[config.mk]
export PLATFORM = sky130hd
export DESIGN_NAME = reflect_test_ctrl
export DESIGN_NICKNAME = d
export VERILOG_FILES = /design/src/reflect_cfg_pkg.sv /design/src/interval_timer.sv /design/src/reflect_test_ctrl.sv
export SDC_FILE = /design/constraint.sdc
export NUM_CORES = 1
export LEC_CHECK = 0
export BUFFER_PORTS_ARGS = -buffer_cell sky130_fd_sc_hd__clkbuf_2
export CAP_MARGIN = 20
export CORE_UTILIZATION = 40
export DETAILED_ROUTE_END_ITERATION = 10
export GPL_ROUTABILITY_DRIVEN = 0
export PLACE_DENSITY = 0.71
export REMOVE_ABC_BUFFERS = 1
export SETUP_SLACK_MARGIN = 0.1
export SLEW_MARGIN = 20
export SYNTH_ARGS = -nofsm -noshare
export SYNTH_HDL_FRONTEND = slang
export SYNTH_SLANG_ARGS = --single-unit
[constraint.sdc]
create_clock -name clk_i -period 4.5 [get_ports clk_i]
set_input_delay 0.225 -clock clk_i [delete_from_list [all_inputs] [get_ports clk_i]]
set_output_delay 0.225 -clock clk_i [all_outputs]
set_load 0.02 [all_outputs]
[src/reflect_cfg_pkg.sv]
// Constants shared by the reflectometry test controller and its testbench.
// Assumes a 10 MHz core clock and a classic Wishbone master with 32-bit data.
package reflect_cfg_pkg;
  // Register indices; byte address is four times the index
  localparam logic [9:0] IDX_GENERAL_A  = 10'h180;
  localparam logic [9:0] IDX_SILENCE    = 10'h181;
  localparam logic [9:0] IDX_LEN_LOW    = 10'h182;
  localparam logic [9:0] IDX_LEN_HIGH   = 10'h183;
  localparam logic [9:0] IDX_WAIT_LOW   = 10'h184;
  localparam logic [9:0] IDX_PULSE_SRCH = 10'h185;
  localparam logic [9:0] IDX_CONTROL    = 10'h186;
  localparam logic [9:0] IDX_STATUS     = 10'h187;

  // Reset values
  localparam logic [15:0] RST_GENERAL_A  = 16'h0752;
  localparam logic [15:0] RST_SILENCE    = 16'hc850;
  localparam logic [15:0] RST_LEN_LOW    = 16'h5326;
  localparam logic [15:0] RST_LEN_HIGH   = 16'ha01e;
  localparam logic [15:0] RST_WAIT_LOW   = 16'he976;
  localparam logic [15:0] RST_PULSE_SRCH = 16'h19cf;

  // Writable bits; everything else is reserved and reads zero
  localparam logic [15:0] WM_GENERAL_A  = 16'h1fff;
  localparam logic [15:0] WM_SILENCE    = 16'hfff0;
  localparam logic [15:0] WM_LEN_LOW    = 16'h7fff;
  localparam logic [15:0] WM_LEN_HIGH   = 16'hff3f;
  localparam logic [15:0] WM_WAIT_LOW   = 16'hff77;
  localparam logic [15:0] WM_PULSE_SRCH = 16'h39ff;

  // Field positions
  localparam int SKIP_BIT   = 12;
  localparam int XLIST_BIT  = 11;
  localparam int LPCHK_BIT  = 10;
  localparam int AVG_LSB    = 7;
  localparam int SEGN_LSB   = 4;
  localparam int CYCT_LSB   = 0;
  localparam int THR_LSB    = 8;
  localparam int POSTQ_LSB  = 6;
  localparam int PREQ_LSB   = 4;
  localparam int SEG1_LSB   = 0;
  localparam int SEG2_LSB   = 5;
  localparam int SEG3_LSB   = 10;
  localparam int SEG4_LSB   = 0;
  localparam int SEG5_LSB   = 8;
  localparam int WAIT1_LSB  = 0;
  localparam int WAIT2_LSB  = 4;
  localparam int WAIT3_LSB  = 8;
  localparam int WAIT4_LSB  = 12;
  localparam int WAIT5_LSB  = 0;
  localparam int PTYPE_LSB  = 4;
  localparam int SPAN_LSB   = 11;
  localparam int START_BIT  = 0;

  localparam logic [2:0] AVG_RESERVED = 3'h7;
  localparam logic [2:0] AVG_MAX      = 3'h6;
  localparam logic [2:0] SEG_MAX      = 3'h5;

  // Timing
  localparam int CLK_HZ         = 10_000_000;
  localparam int US_PER_UNIT    = 1;
  localparam int CYCLES_PER_US  = CLK_HZ / 1_000_000;
  localparam int QUIET_UNIT_US  = 1;
  localparam int QUIET_UNIT_CYC = (QUIET_UNIT_US * CLK_HZ + 999_999) / 1_000_000;

  typedef enum logic [6:0] {
    ST_IDLE  = 7'h01,
    ST_PRE   = 7'h02,
    ST_SEG   = 7'h04,
    ST_PEAK  = 7'h08,
    ST_REST  = 7'h10,
    ST_POST  = 7'h20,
    ST_DONE  = 7'h40
  } test_state_e;
endpackage

[src/interval_timer.sv]
// Down-counting interval timer used for the silence, segment and peak-wait phases of a test.
// Assumes the caller loads length minus one and waits for expired_o.
module interval_timer #(
  parameter int WIDTH = 16
) (
  input  wire logic             clk_i,
  input  wire logic             rst_i,
  input  wire logic             load_i,
  input  wire logic [WIDTH-1:0] value_i,
  output logic                  expired_o
);
  logic [WIDTH-1:0] count;
  logic [WIDTH-1:0] next_count;

  always_comb begin
    next_count = count;
    if (load_i) begin
      next_count = value_i;
    end else if (count != '0) begin
      next_count = count - WIDTH'(1);
    end
  end

  always_ff @(posedge clk_i) begin
    if (rst_i) begin
      count <= '0;
    end else begin
      count <= next_count;
    end
  end

  assign expired_o = (count == '0);
endmodule

[src/reflect_test_ctrl.sv]
// Cable reflectometry test configuration registers and test sequencer.
// Assumes a classic Wishbone master, synchronous line energy and link pulse inputs.
//
// Our own choice: the Wishbone register port.

// Notes on behaviour
// - Skip bit set: test only pairs one and two, omit pairs three and four
// - Cross-listen disable: listen only on the pair being driven
// - Link-pulse check (default on): link pulses during silence fail the test
// - Averaging runs two to the field power cycles; reserved code acts as 64
// - Segment count field gives segments per cycle, five by default
// - Each reflectometry cycle lasts the cycle time field in microseconds, or one clock past its segments when they run longer
// - Pre-silence energy above the threshold field fails the test
// - Any energy during post-silence fails the test
// - Segments one to three last their five-bit duration fields in clocks
// - Segment four uses six-bit, segment five eight-bit duration field
// - Each segment waits its own peak-wait field after the maximum
// - Each segment drives its own selected pulse type
// - Averaged peak search span comes from the average-location field
module reflect_test_ctrl (
  input  wire logic        clk_i,
  input  wire logic        rst_i,
  input  wire logic        cyc_i,
  input  wire logic        stb_i,
  input  wire logic        we_i,
  input  wire logic [11:0] adr_i,
  input  wire logic [3:0]  sel_i,
  input  wire logic [31:0] dat_i,
  output logic      [31:0] dat_o,
  output logic             ack_o,
  input  wire logic [7:0]  line_energy_i,
  input  wire logic        link_pulse_i,
  output logic             tx_active_o,
  output logic             pulse_type_o,
  output logic      [1:0]  tx_pair_o,
  output logic      [3:0]  listen_mask_o,
  output logic      [2:0]  segment_o,
  output logic      [3:0]  peak_wait_o,
  output logic      [2:0]  peak_span_o,
  output logic             test_busy_o,
  output logic             test_fail_o
);
  // Register file
  logic [15:0] gen_a, silence, len_low, len_high, wait_low, pulse_srch;
  logic [15:0] next_gen_a, next_silence, next_len_low, next_len_high;
  logic [15:0] next_wait_low, next_pulse_srch;
  logic        next_ack;
  logic [31:0] next_dat;
  logic        start_req;
  logic [9:0]  idx;

  function automatic logic [15:0] merge(input logic [15:0] old_v, input logic [31:0] wd,
                                        input logic [3:0] sel, input logic [15:0] wmask);
    logic [15:0] lane;
    lane = {{8{sel[1]}}, {8{sel[0]}}} & wmask;
    merge = (old_v & ~lane) | (wd[15:0] & lane);
  endfunction

  // Sequencer state
  reflect_cfg_pkg::test_state_e state, next_state;
  logic [1:0]  pair, next_pair, last_pair;
  logic [6:0]  avg_cnt, next_avg_cnt, avg_last;
  logic [2:0]  seg, next_seg, seg_last;
  logic [15:0] cyc_cnt, next_cyc_cnt, cyc_len;
  logic        skip, next_skip;
  logic        fail, next_fail;
  logic        done, next_done;
  logic        tmr_load;
  logic [15:0] tmr_value;
  logic        tmr_expired;
  logic        next_tx_active, next_pulse_type;
  logic [1:0]  next_tx_pair;
  logic [3:0]  next_listen, next_peak_wait;
  logic [2:0]  next_segment, next_span;
  logic        quiet_pulse;

  function automatic logic [15:0] seg_len(input logic [2:0] s, input logic [15:0] lo,
                                          input logic [15:0] hi);
    logic [7:0] n;
    case (s)
      3'h1: n = {3'h0, lo[reflect_cfg_pkg::SEG1_LSB +: 5]};
      3'h2: n = {3'h0, lo[reflect_cfg_pkg::SEG2_LSB +: 5]};
      3'h3: n = {3'h0, lo[reflect_cfg_pkg::SEG3_LSB +: 5]};
      3'h4: n = {2'h0, hi[reflect_cfg_pkg::SEG4_LSB +: 6]};
      default: n = hi[reflect_cfg_pkg::SEG5_LSB +: 8];
    endcase
    // A zero length still takes one clock
    seg_len = (n == 8'h00) ? 16'h0000 : {8'h00, n - 8'h01};
  endfunction

  function automatic logic [3:0] seg_wait(input logic [2:0] s, input logic [15:0] w,
                                          input logic [15:0] p);
    case (s)
      3'h1: seg_wait = {1'b0, w[reflect_cfg_pkg::WAIT1_LSB +: 3]};
      3'h2: seg_wait = {1'b0, w[reflect_cfg_pkg::WAIT2_LSB +: 3]};
      3'h3: seg_wait = w[reflect_cfg_pkg::WAIT3_LSB +: 4];
      3'h4: seg_wait = w[reflect_cfg_pkg::WAIT4_LSB +: 4];
      default: seg_wait = p[reflect_cfg_pkg::WAIT5_LSB +: 4];
    endcase
  endfunction

  function automatic logic [15:0] quiet_len(input logic [1:0] f);
    logic [15:0] n;
    n = 16'(f) * 16'(reflect_cfg_pkg::QUIET_UNIT_CYC);
    quiet_len = (n == 16'h0000) ? 16'h0000 : n - 16'h0001;
  endfunction

  assign idx = adr_i[11:2];
  assign start_req = cyc_i && stb_i && we_i && !ack_o && sel_i[0]
                     && (idx == reflect_cfg_pkg::IDX_CONTROL)
                     && dat_i[reflect_cfg_pkg::START_BIT];

  // Bus slave: one wait state, ack for one cycle, unmapped reads give zero
  always_comb begin
    next_gen_a      = gen_a;
    next_silence    = silence;
    next_len_low    = len_low;
    next_len_high   = len_high;
    next_wait_low   = wait_low;
    next_pulse_srch = pulse_srch;
    next_ack        = cyc_i && stb_i && !ack_o;
    next_dat        = 32'h0000_0000;
    if (cyc_i && stb_i && !ack_o) begin
      if (we_i) begin
        if (idx == reflect_cfg_pkg::IDX_GENERAL_A) begin
          next_gen_a = merge(gen_a, dat_i, sel_i, reflect_cfg_pkg::WM_GENERAL_A);
        end else if (idx == reflect_cfg_pkg::IDX_SILENCE) begin
          next_silence = merge(silence, dat_i, sel_i, reflect_cfg_pkg::WM_SILENCE);
        end else if (idx == reflect_cfg_pkg::IDX_LEN_LOW) begin
          next_len_low = merge(len_low, dat_i, sel_i, reflect_cfg_pkg::WM_LEN_LOW);
        end else if (idx == reflect_cfg_pkg::IDX_LEN_HIGH) begin
          next_len_high = merge(len_high, dat_i, sel_i, reflect_cfg_pkg::WM_LEN_HIGH);
        end else if (idx == reflect_cfg_pkg::IDX_WAIT_LOW) begin
          next_wait_low = merge(wait_low, dat_i, sel_i, reflect_cfg_pkg::WM_WAIT_LOW);
        end else if (idx == reflect_cfg_pkg::IDX_PULSE_SRCH) begin
          next_pulse_srch = merge(pulse_srch, dat_i, sel_i,
                                  reflect_cfg_pkg::WM_PULSE_SRCH);
        end
      end else begin
        if (idx == reflect_cfg_pkg::IDX_GENERAL_A) begin
          next_dat = {16'h0000, gen_a};
        end else if (idx == reflect_cfg_pkg::IDX_SILENCE) begin
          next_dat = {16'h0000, silence};
        end else if (idx == reflect_cfg_pkg::IDX_LEN_LOW) begin
          next_dat = {16'h0000, len_low};
        end else if (idx == reflect_cfg_pkg::IDX_LEN_HIGH) begin
          next_dat = {16'h0000, len_high};
        end else if (idx == reflect_cfg_pkg::IDX_WAIT_LOW) begin
          next_dat = {16'h0000, wait_low};
        end else if (idx == reflect_cfg_pkg::IDX_PULSE_SRCH) begin
          next_dat = {16'h0000, pulse_srch};
        end else if (idx == reflect_cfg_pkg::IDX_STATUS) begin
          next_dat = {24'h00_0000, seg, pair, done, fail, test_busy_o};
        end
      end
    end
  end

  always_ff @(posedge clk_i) begin
    if (rst_i) begin
      gen_a      <= reflect_cfg_pkg::RST_GENERAL_A;
      silence    <= reflect_cfg_pkg::RST_SILENCE;
      len_low    <= reflect_cfg_pkg::RST_LEN_LOW;
      len_high   <= reflect_cfg_pkg::RST_LEN_HIGH;
      wait_low   <= reflect_cfg_pkg::RST_WAIT_LOW;
      pulse_srch <= reflect_cfg_pkg::RST_PULSE_SRCH;
      ack_o      <= 1'b0;
      dat_o      <= 32'h0000_0000;
    end else begin
      gen_a      <= next_gen_a;
      silence    <= next_silence;
      len_low    <= next_len_low;
      len_high   <= next_len_high;
      wait_low   <= next_wait_low;
      pulse_srch <= next_pulse_srch;
      ack_o      <= next_ack;
      dat_o      <= next_dat;
    end
  end

  // Settings are read live, so a change mid-test takes effect at the next phase;
  // only the pair skip is latched so the pair walk cannot jump past its end.
  always_comb begin
    logic [2:0] avg_code;
    avg_code = gen_a[reflect_cfg_pkg::AVG_LSB +: 3];
    if (avg_code == reflect_cfg_pkg::AVG_RESERVED) begin
      avg_code = reflect_cfg_pkg::AVG_MAX;
    end
    avg_last = 7'((7'h01 << avg_code) - 7'h01);
    seg_last = gen_a[reflect_cfg_pkg::SEGN_LSB +: 3];
    if (seg_last > reflect_cfg_pkg::SEG_MAX) begin
      seg_last = reflect_cfg_pkg::SEG_MAX;
    end
    cyc_len = 16'(gen_a[reflect_cfg_pkg::CYCT_LSB +: 4])
              * 16'(reflect_cfg_pkg::CYCLES_PER_US * reflect_cfg_pkg::US_PER_UNIT);
    last_pair = skip ? 2'h1 : 2'h3;
  end

  assign quiet_pulse = gen_a[reflect_cfg_pkg::LPCHK_BIT] && link_pulse_i;

  always_comb begin
    next_state   = state;
    next_pair    = pair;
    next_avg_cnt = avg_cnt;
    next_seg     = seg;
    next_cyc_cnt = cyc_cnt + 16'h0001;
    next_skip    = skip;
    next_fail    = fail;
    next_done    = done;
    tmr_load     = 1'b0;
    tmr_value    = 16'h0000;
    case (state)
      reflect_cfg_pkg::ST_IDLE, reflect_cfg_pkg::ST_DONE: begin
        next_cyc_cnt = 16'h0000;
        if (start_req) begin
          next_state = reflect_cfg_pkg::ST_PRE;
          next_skip  = gen_a[reflect_cfg_pkg::SKIP_BIT];
          next_pair  = 2'h0;
          next_fail  = 1'b0;
          next_done  = 1'b0;
          tmr_load   = 1'b1;
          tmr_value  = quiet_len(silence[reflect_cfg_pkg::PREQ_LSB +: 2]);
        end
      end
      reflect_cfg_pkg::ST_PRE: begin
        if (line_energy_i > silence[reflect_cfg_pkg::THR_LSB +: 8] || quiet_pulse) begin
          next_fail = 1'b1;
        end
        if (tmr_expired) begin
          next_state   = (seg_last == 3'h0) ? reflect_cfg_pkg::ST_REST : reflect_cfg_pkg::ST_SEG;
          next_seg     = 3'h1;
          next_avg_cnt = 7'h00;
          next_cyc_cnt = 16'h0000;
          tmr_load     = 1'b1;
          tmr_value    = seg_len(3'h1, len_low, len_high);
        end
      end
      reflect_cfg_pkg::ST_SEG: begin
        if (tmr_expired) begin
          next_state = reflect_cfg_pkg::ST_PEAK;
          tmr_load   = 1'b1;
          tmr_value  = 16'(seg_wait(seg, wait_low, pulse_srch));
        end
      end
      reflect_cfg_pkg::ST_PEAK: begin
        if (tmr_expired) begin
          if (seg >= seg_last) begin
            next_state = reflect_cfg_pkg::ST_REST;
          end else begin
            next_state = reflect_cfg_pkg::ST_SEG;
            next_seg   = seg + 3'h1;
            tmr_load   = 1'b1;
            tmr_value  = seg_len(seg + 3'h1, len_low, len_high);
          end
        end
      end
      reflect_cfg_pkg::ST_REST: begin
        if (next_cyc_cnt >= cyc_len) begin
          next_cyc_cnt = 16'h0000;
          next_seg     = 3'h1;
          tmr_load     = 1'b1;
          tmr_value    = seg_len(3'h1, len_low, len_high);
          next_state   = (seg_last == 3'h0) ? reflect_cfg_pkg::ST_REST : reflect_cfg_pkg::ST_SEG;
          if (avg_cnt < avg_last) begin
            next_avg_cnt = avg_cnt + 7'h01;
          end else if (pair < last_pair) begin
            next_avg_cnt = 7'h00;
            next_pair    = pair + 2'h1;
          end else begin
            next_state = reflect_cfg_pkg::ST_POST;
            tmr_value  = quiet_len(silence[reflect_cfg_pkg::POSTQ_LSB +: 2]);
          end
        end
      end
      reflect_cfg_pkg::ST_POST: begin
        if (line_energy_i != 8'h00 || quiet_pulse) begin
          next_fail = 1'b1;
        end
        if (tmr_expired) begin
          next_state = reflect_cfg_pkg::ST_DONE;
          next_done  = 1'b1;
        end
      end
      default: begin
        next_state = reflect_cfg_pkg::ST_IDLE;
      end
    endcase
  end

  interval_timer #(
    .WIDTH(16)
  ) u_timer (
    .clk_i    (clk_i),
    .rst_i    (rst_i),
    .load_i   (tmr_load),
    .value_i  (tmr_value),
    .expired_o(tmr_expired)
  );

  // Line-side controls, registered so every output leaves a flip-flop
  always_comb begin
    next_tx_active  = (next_state == reflect_cfg_pkg::ST_SEG);
    next_tx_pair    = next_pair;
    next_segment    = (next_tx_active || next_state == reflect_cfg_pkg::ST_PEAK)
                      ? next_seg : 3'h0;
    next_pulse_type = pulse_srch[reflect_cfg_pkg::PTYPE_LSB + 32'(next_seg) - 1];
    next_peak_wait  = seg_wait(next_seg, wait_low, pulse_srch);
    next_span       = pulse_srch[reflect_cfg_pkg::SPAN_LSB +: 3];
    if (gen_a[reflect_cfg_pkg::XLIST_BIT]) begin
      next_listen = 4'h1 << next_pair;
    end else begin
      next_listen = next_skip ? 4'h3 : 4'hf;
    end
    if (next_segment == 3'h0) begin
      next_listen     = 4'h0;
      next_pulse_type = 1'b0;
    end
  end

  always_ff @(posedge clk_i) begin
    if (rst_i) begin
      state         <= reflect_cfg_pkg::ST_IDLE;
      pair          <= 2'h0;
      avg_cnt       <= 7'h00;
      seg           <= 3'h0;
      cyc_cnt       <= 16'h0000;
      skip          <= 1'b0;
      fail          <= 1'b0;
      done          <= 1'b0;
      tx_active_o   <= 1'b0;
      pulse_type_o  <= 1'b0;
      tx_pair_o     <= 2'h0;
      listen_mask_o <= 4'h0;
      segment_o     <= 3'h0;
      peak_wait_o   <= 4'h0;
      peak_span_o   <= 3'h0;
      test_busy_o   <= 1'b0;
      test_fail_o   <= 1'b0;
    end else begin
      state         <= next_state;
      pair          <= next_pair;
      avg_cnt       <= next_avg_cnt;
      seg           <= next_seg;
      cyc_cnt       <= next_cyc_cnt;
      skip          <= next_skip;
      fail          <= next_fail;
      done          <= next_done;
      tx_active_o   <= next_tx_active;
      pulse_type_o  <= next_pulse_type;
      tx_pair_o     <= next_tx_pair;
      listen_mask_o <= next_listen;
      segment_o     <= next_segment;
      peak_wait_o   <= next_peak_wait;
      peak_span_o   <= next_span;
      test_busy_o   <= (next_state != reflect_cfg_pkg::ST_IDLE)
                       && (next_state != reflect_cfg_pkg::ST_DONE);
      test_fail_o   <= next_fail;
    end
  end
endmodule

# After elaboration in Yosys (flattened, before gate mapping)
# Cells that the tools add are included.
[totals]
ff_bits = 200
latch_bits = 0
mem_bits_ro = 0
ramBits = 0
out_inout_bits = 53
memories = 0
[classes]
muxes = 84
div_mod_pow = 0
order_cmp = 7
eq_ne = 39
n_reduce_logical = 41
shifts = 2
n_mul = 3
n_bitwise = 30
addsub = 13
[ops]
columns = ["op", "n"]
rows = [
  ["$mux W16", 16],
  ["$and A16 B16 Y16", 9],
  ["$mux W8", 14],
  ["$or A16 B16 Y16", 6],
  ["$eq A10 B9 Y1 const B", 8],
  ["$pmux W16 S5", 1],
  ["$mux W7", 10],
  ["$not A16 Y16", 3],
  ["$pmux W16 S3", 1],
  ["$pmux W7 S6", 1],
  ["$lt A32 B5 Y1 const B", 1],
  ["$pmux W4 S4", 2],
  ["$pmux W8 S4", 1],
  ["$logic_not A8 Y1", 3],
  ["$sub A8 B1 Y8 const B", 3],
  ["$mux W3", 7],
  ["$eq A3 B2 Y1 const B", 6],
  ["$add A16 B1 Y16 const B", 1],
  ["$and A16 B13 Y16", 1],
  ["$and A16 B14 Y16", 1],
  ["$and A16 B15 Y16", 1],
  ["$ge A16 B8 Y1", 1],
  ["$logic_not A16 Y1", 1],
  ["$not A13 Y16", 1],
  ["other kinds (63)", 120],
]

# Longest topological paths before layout
[depth]
ltp_word = 13
depth_mapped = 21
ltp_nobuf = 20

# Modules after synthesis
# A second synthesis with hierarchy kept.
[hier_totals]
cells_unflattened = 1163
hier_area_um2 = 9598.0
[by_module_without_submodules]
columns = ["module", "cells_each", "instances", "area_each_um2", "seq_area_each_um2"]
rows = [
  ["reflect_test_ctrl", 1047, 1, 8633.3, 3042.9],
  ["interval_timer", 116, 1, 964.7, 320.3],
]

# Worst setup path after synthesis
# No wires, ideal clock.
[synth_path]
kind = "register to register"
start = "register (tool-made name)"
end = "register pulse_type_o"
arrival_ps = 4066
synth_period_minus_slack_ps = 4182
slack_ps = 318
required_time_ps = 4383
stages_incl_launch_ff = 22
cell_sequence = "dfxtp_1 -> ha_1 -> ha_1 -> fa_1 -> xnor2_1 -> ha_1 -> a21o_1 -> a21oi_1 -> o21ai_0 -> a21oi_1 -> a21oi_1 -> buf_2 -> nor2_2 -> ha_1 -> clkbuf_1 -> nor2_1 -> inv_1 -> a211oi_1 -> a31oi_1 -> nand2_1 -> o31ai_1 -> a22o_1"
[synth_lines]
columns = ["element", "line", "source"]
rows = [
  ["end signal, assigned", "reflect_test_ctrl.sv:349", "pulse_type_o <= next_pulse_type;"],
  ["end, declared", "reflect_test_ctrl.sv:34", "output logic pulse_type_o,"],
]

==> run_summary.xml <==
<?xml version="1.0" encoding="UTF-8"?>
<metrics>
  <group name="status">
    <metric name="outcome" unit="">finished, final reports clean</metric>
  </group>
  <group name="finish">
    <metric name="post_route_cells_drive_above_1_share" unit="%">13.3</metric>
    <metric name="antenna-diode-count" unit="">0</metric>
    <metric name="design.final.nets" unit="">1302</metric>
    <metric name="filler_cell_count" unit="">2218</metric>
    <metric name="multi_input_area" unit="µm²">5500</metric>
    <metric name="finalCoreUtilization" unit="%">46.5</metric>
    <metric name="layout.area.seq" unit="µm²">3360</metric>
    <metric name="synthToLayoutAreaGrowth" unit="%">14.0</metric>
  </group>
  <group name="die">
    <metric name="design.die.area" unit="µm²">23700</metric>
    <metric name="num_io_pins" unit="">115</metric>
    <metric name="row_count" unit="">55</metric>
    <metric name="fp.coreArea" unit="µm²">22600</metric>
    <metric name="initial_utilization" unit="%">40.8</metric>
    <metric name="die_height" unit="µm">154</metric>
    <metric name="floorplan.die.width" unit="µm">154</metric>
  </group>
  <group name="worst_setup_path">
    <metric name="crit_path_end_kind" unit="">flop</metric>
    <metric name="worstReg2RegEnd" unit="">pulse_type_o$_SDFF_PP0_</metric>
    <metric name="worst-setup-path-type" unit="">reg2reg</metric>
    <metric name="cp-endpoint" unit="">pulse_type_o$_SDFF_PP0_</metric>
    <metric name="reg2reg_slack" unit="ps">300</metric>
    <metric name="worstSetupStartpointType" unit="">flop</metric>
    <metric name="worstPathRequired" unit="ps">4840</metric>
    <metric name="arrival" unit="ps">4540</metric>
    <metric name="r2r_cells" unit="">19</metric>
    <metric name="worstPathMaxFanout" unit="">6</metric>
  </group>
  <group name="timing">
    <metric name="fin_skew" unit="ps">13.8</metric>
    <metric name="timing.max_slew.rel_slack" unit="%">32.4</metric>
    <metric name="max_clock_freq" unit="MHz">238</metric>
    <metric name="layout_worst_path_cycle_share" unit="%">93.3</metric>
    <metric name="finalSetupViolations" unit="">0</metric>
    <metric name="setup_slack" unit="ps">302</metric>
    <metric name="rsz0062_at_grt" unit="">true</metric>
    <metric name="period_minus_slack" unit="ps">4200</metric>
    <metric name="final_max_slew_viol_count" unit="">0</metric>
    <metric name="setup_total_negative_slack" unit="ps">0</metric>
    <metric name="timing_hold_violations_final" unit="">0</metric>
    <metric name="hold_slack" unit="ps">49.1</metric>
    <metric name="worst_pin_slew" unit="ps">1010</metric>
  </group>
  <group name="yosys">
    <metric name="yosysWarnings" unit="">0</metric>
    <metric name="ys_async_rst_share" unit="%">0</metric>
    <metric name="synth_edf_count" unit="">0</metric>
    <metric name="synthesis_stage_register_bit_count" unit="">168</metric>
    <metric name="yosysSeqAreaShare" unit="%">36.4</metric>
    <metric name="dominantRegCellSynth" unit="">dfxtp_1</metric>
    <metric name="synth_top_area_share" unit="%">36.4</metric>
    <metric name="ys_types" unit="">71</metric>
    <metric name="synthesized_instance_count" unit="">1123</metric>
    <metric name="yosys-top-cells-area" unit="">dfxtp_1 36%, ha_1 6.6%, mux2i_1 6.0%</metric>
    <metric name="syn_area_per_cell" unit="µm²">8.23</metric>
    <metric name="synth.largest_area_cell" unit="">dfxtp_1</metric>
    <metric name="yosysMostFrequentCell" unit="">dfxtp_1</metric>
    <metric name="synthTopCellsByCount" unit="">168 x dfxtp_1, 133 x nand2_1, 128 x nor2_1, 71 x a21oi_1, 61 x nand3_1</metric>
    <metric name="synthesis.area" unit="µm²">9250</metric>
  </group>
  <group name="power_and_ir_drop">
    <metric name="max-vdd-ir-drop" unit="µV">199</metric>
    <metric name="clkPwrFrac" unit="%">41.0</metric>
    <metric name="seq_power_share" unit="%">43.6</metric>
    <metric name="power_density" unit="nW/µm²">350</metric>
    <metric name="power.share.switching" unit="%">30.2</metric>
    <metric name="power.switching" unit="mW">1.11</metric>
    <metric name="comb_power_share" unit="%">15.4</metric>
    <metric name="power.total" unit="mW">3.69</metric>
    <metric name="p_leak" unit="nW">4.27</metric>
    <metric name="internal-power" unit="mW">2.57</metric>
  </group>
  <group name="drt">
    <metric name="postRouteWirelength" unit="µm">28500</metric>
    <metric name="drt_pass1_iterations" unit="">9</metric>
    <metric name="route.vias.total" unit="">8728</metric>
    <metric name="viasPerCell" unit="">5.87</metric>
    <metric name="detail-route-antenna-nets" unit="">0</metric>
    <metric name="post-route-drc-count" unit="">0</metric>
    <metric name="route.detailed.wl_per_inst" unit="µm">19.1</metric>
    <metric name="drt_iter0_drc" unit="">1137</metric>
  </group>
  <group name="global_routing">
    <metric name="overflow" unit="">0</metric>
    <metric name="grt_pass1_wl" unit="µm">44500</metric>
    <metric name="grt_usage" unit="%">24.4</metric>
    <metric name="grt_antenna_before_repair" unit="">0</metric>
    <metric name="grt_pass1_vias" unit="">7896</metric>
    <metric name="largest_net_degree_at_the_start_of_global_routing" unit="">44</metric>
  </group>
  <group name="clock_network">
    <metric name="clock_tree_from_tritoncts" unit="">done</metric>
    <metric name="cts-root-buf" unit="">clkbuf_16</metric>
    <metric name="clockBufferDepth" unit="">2</metric>
    <metric name="cts_inserted_buffers" unit="">17</metric>
    <metric name="clkSinkCount" unit="">168</metric>
    <metric name="cts.reportedPaths.clkPinSlew" unit="ps">80</metric>
    <metric name="cts_htree_levels" unit="">4</metric>
    <metric name="worst_skew_pair.late_latency" unit="ps">450</metric>
  </group>
  <group name="place">
    <metric name="port_buffers" unit="">78</metric>
    <metric name="hpwl" unit="µm">21500</metric>
    <metric name="detailedPlace.worstSlack" unit="ps">147</metric>
  </group>
  <group name="run">
    <metric name="max_cap_violation_count" unit="">0</metric>
  </group>
  <group name="worst_hold_path">
    <metric name="worstHoldPathType" unit="">in2reg</metric>
  </group>
</metrics>
[worst min-delay path by stage]
stage,from,endpoint,slack [ps],cells after the start
after floorplan,rst_i,flop,290,1
after global placement,flop,flop,470,2
after detailed placement,flop,flop,470,2
after CTS,dat_i[15],flop,40,3
after global routing,dat_i[15],flop,60,3
final,dat_i[14],flop,50,3
[cell type report]
cell class	instances	share of cell area, %
flip-flops and latches	168	31.9
clock buffers	17	4.04
multi-input cells	864	52.2
well taps	285	3.38
inverters	37	1.32
repair buffers	102	5.41
clock inverters	15	1.72
[logic make-up (layout without fill, tap and decap cells)]
kind of cell             Yosys count  count (layout)  synth area share, %
XOR/XNOR                          43              43                 4.07
multiplexers                      60              60                 6.56
other                              1              16               0.0406
AND/OR/NAND/NOR                  462             462                 24.0
buffers and inverters            106             171                 5.02
flip-flops                       168             168                 36.4
AO/OA/AOI/OAI                    233             233                 17.0
adder cells (fa/ha/maj)           50              50                 6.85
[worst max-delay path: stages, from the launching register on]
cell and delay [ps]:
dfxtp_1 320, ha_1 320, ha_1 220, fa_1 370
xnor2_1 170, ha_1 270, a21o_1 180, a21oi_1 120
o21ai_1 130, a21oi_2 230, nand3_1 150, a21o_1 190
and2_1 210, ha_1 380, buf_4 170, mux2i_1 200
mux2i_1 100, nand2_1 70, o31ai_1 60, a22o_1 200
[layer usage]
metal | track usage [%] | vias up | routed length, µm
li1 | - | 4144 | -
met1 | 31.7 | 4056 | 11900
met2 | 38.0 | 455 | 12700
met3 | 5.21 | 73 | 2730
met4 | 12.5 | 0 | 1190
met5 | 0 | - | 0
[layout by cell type (no fill, tap or decap), drive strengths merged, types with 4 or more instances in the layout]
| cell type | n |
|---|---|
| a22oi | 20 |
| a211oi | 9 |
| a222oi | 13 |
| clkinv | 4 |
| nand3 | 62 |
| o221a | 4 |
| a32oi | 6 |
| nor3 | 28 |
| a21o | 10 |
| xnor2 | 23 |
| nor4 | 18 |
| clkbuf | 95 |
| nand4 | 13 |
| nor2b | 14 |
| a22o | 4 |
| ha | 49 |
| or3 | 9 |
| mux2i | 55 |
| o211ai | 11 |
| conb | 16 |
| buf | 24 |
| and2 | 12 |
| nand2 | 133 |
| a31oi | 17 |
| o21ai | 34 |
| nor2 | 129 |
| xor2 | 20 |
| dfxtp | 168 |
| a21oi | 71 |
| mux2 | 5 |
| and3 | 13 |
| inv | 44 |
| a221oi | 9 |
| nand2b | 10 |
[power by group through the flow]
stage                     clock network (mW)  registers (mW)  logic (mW)
final                                   1.51            1.61       0.568
after floorplan                            0            1.63       0.387
after global placement                     0            1.64       0.555
after CTS                               1.53            1.61       0.564
after detailed placement                   0            1.64       0.561
after global routing                    1.60            1.62       0.637
[metrics by stage]
step / cell area [µm²] / cells
finish: 10500 / 1488
global route: 10500 / 1488
CTS: 10500 / 1487
detailed placement: 9910 / 1455
global placement: 9910 / 1455
floorplan: 8980 / 1069
[timing repair]
action,4_1_cts,5_1_grt
setup buffers,0,1
gates resized for setup,0,3
setup endpoints to repair,0,9
hold buffers,0,0
No activity file was read; power rests on OpenSTA's default activity.
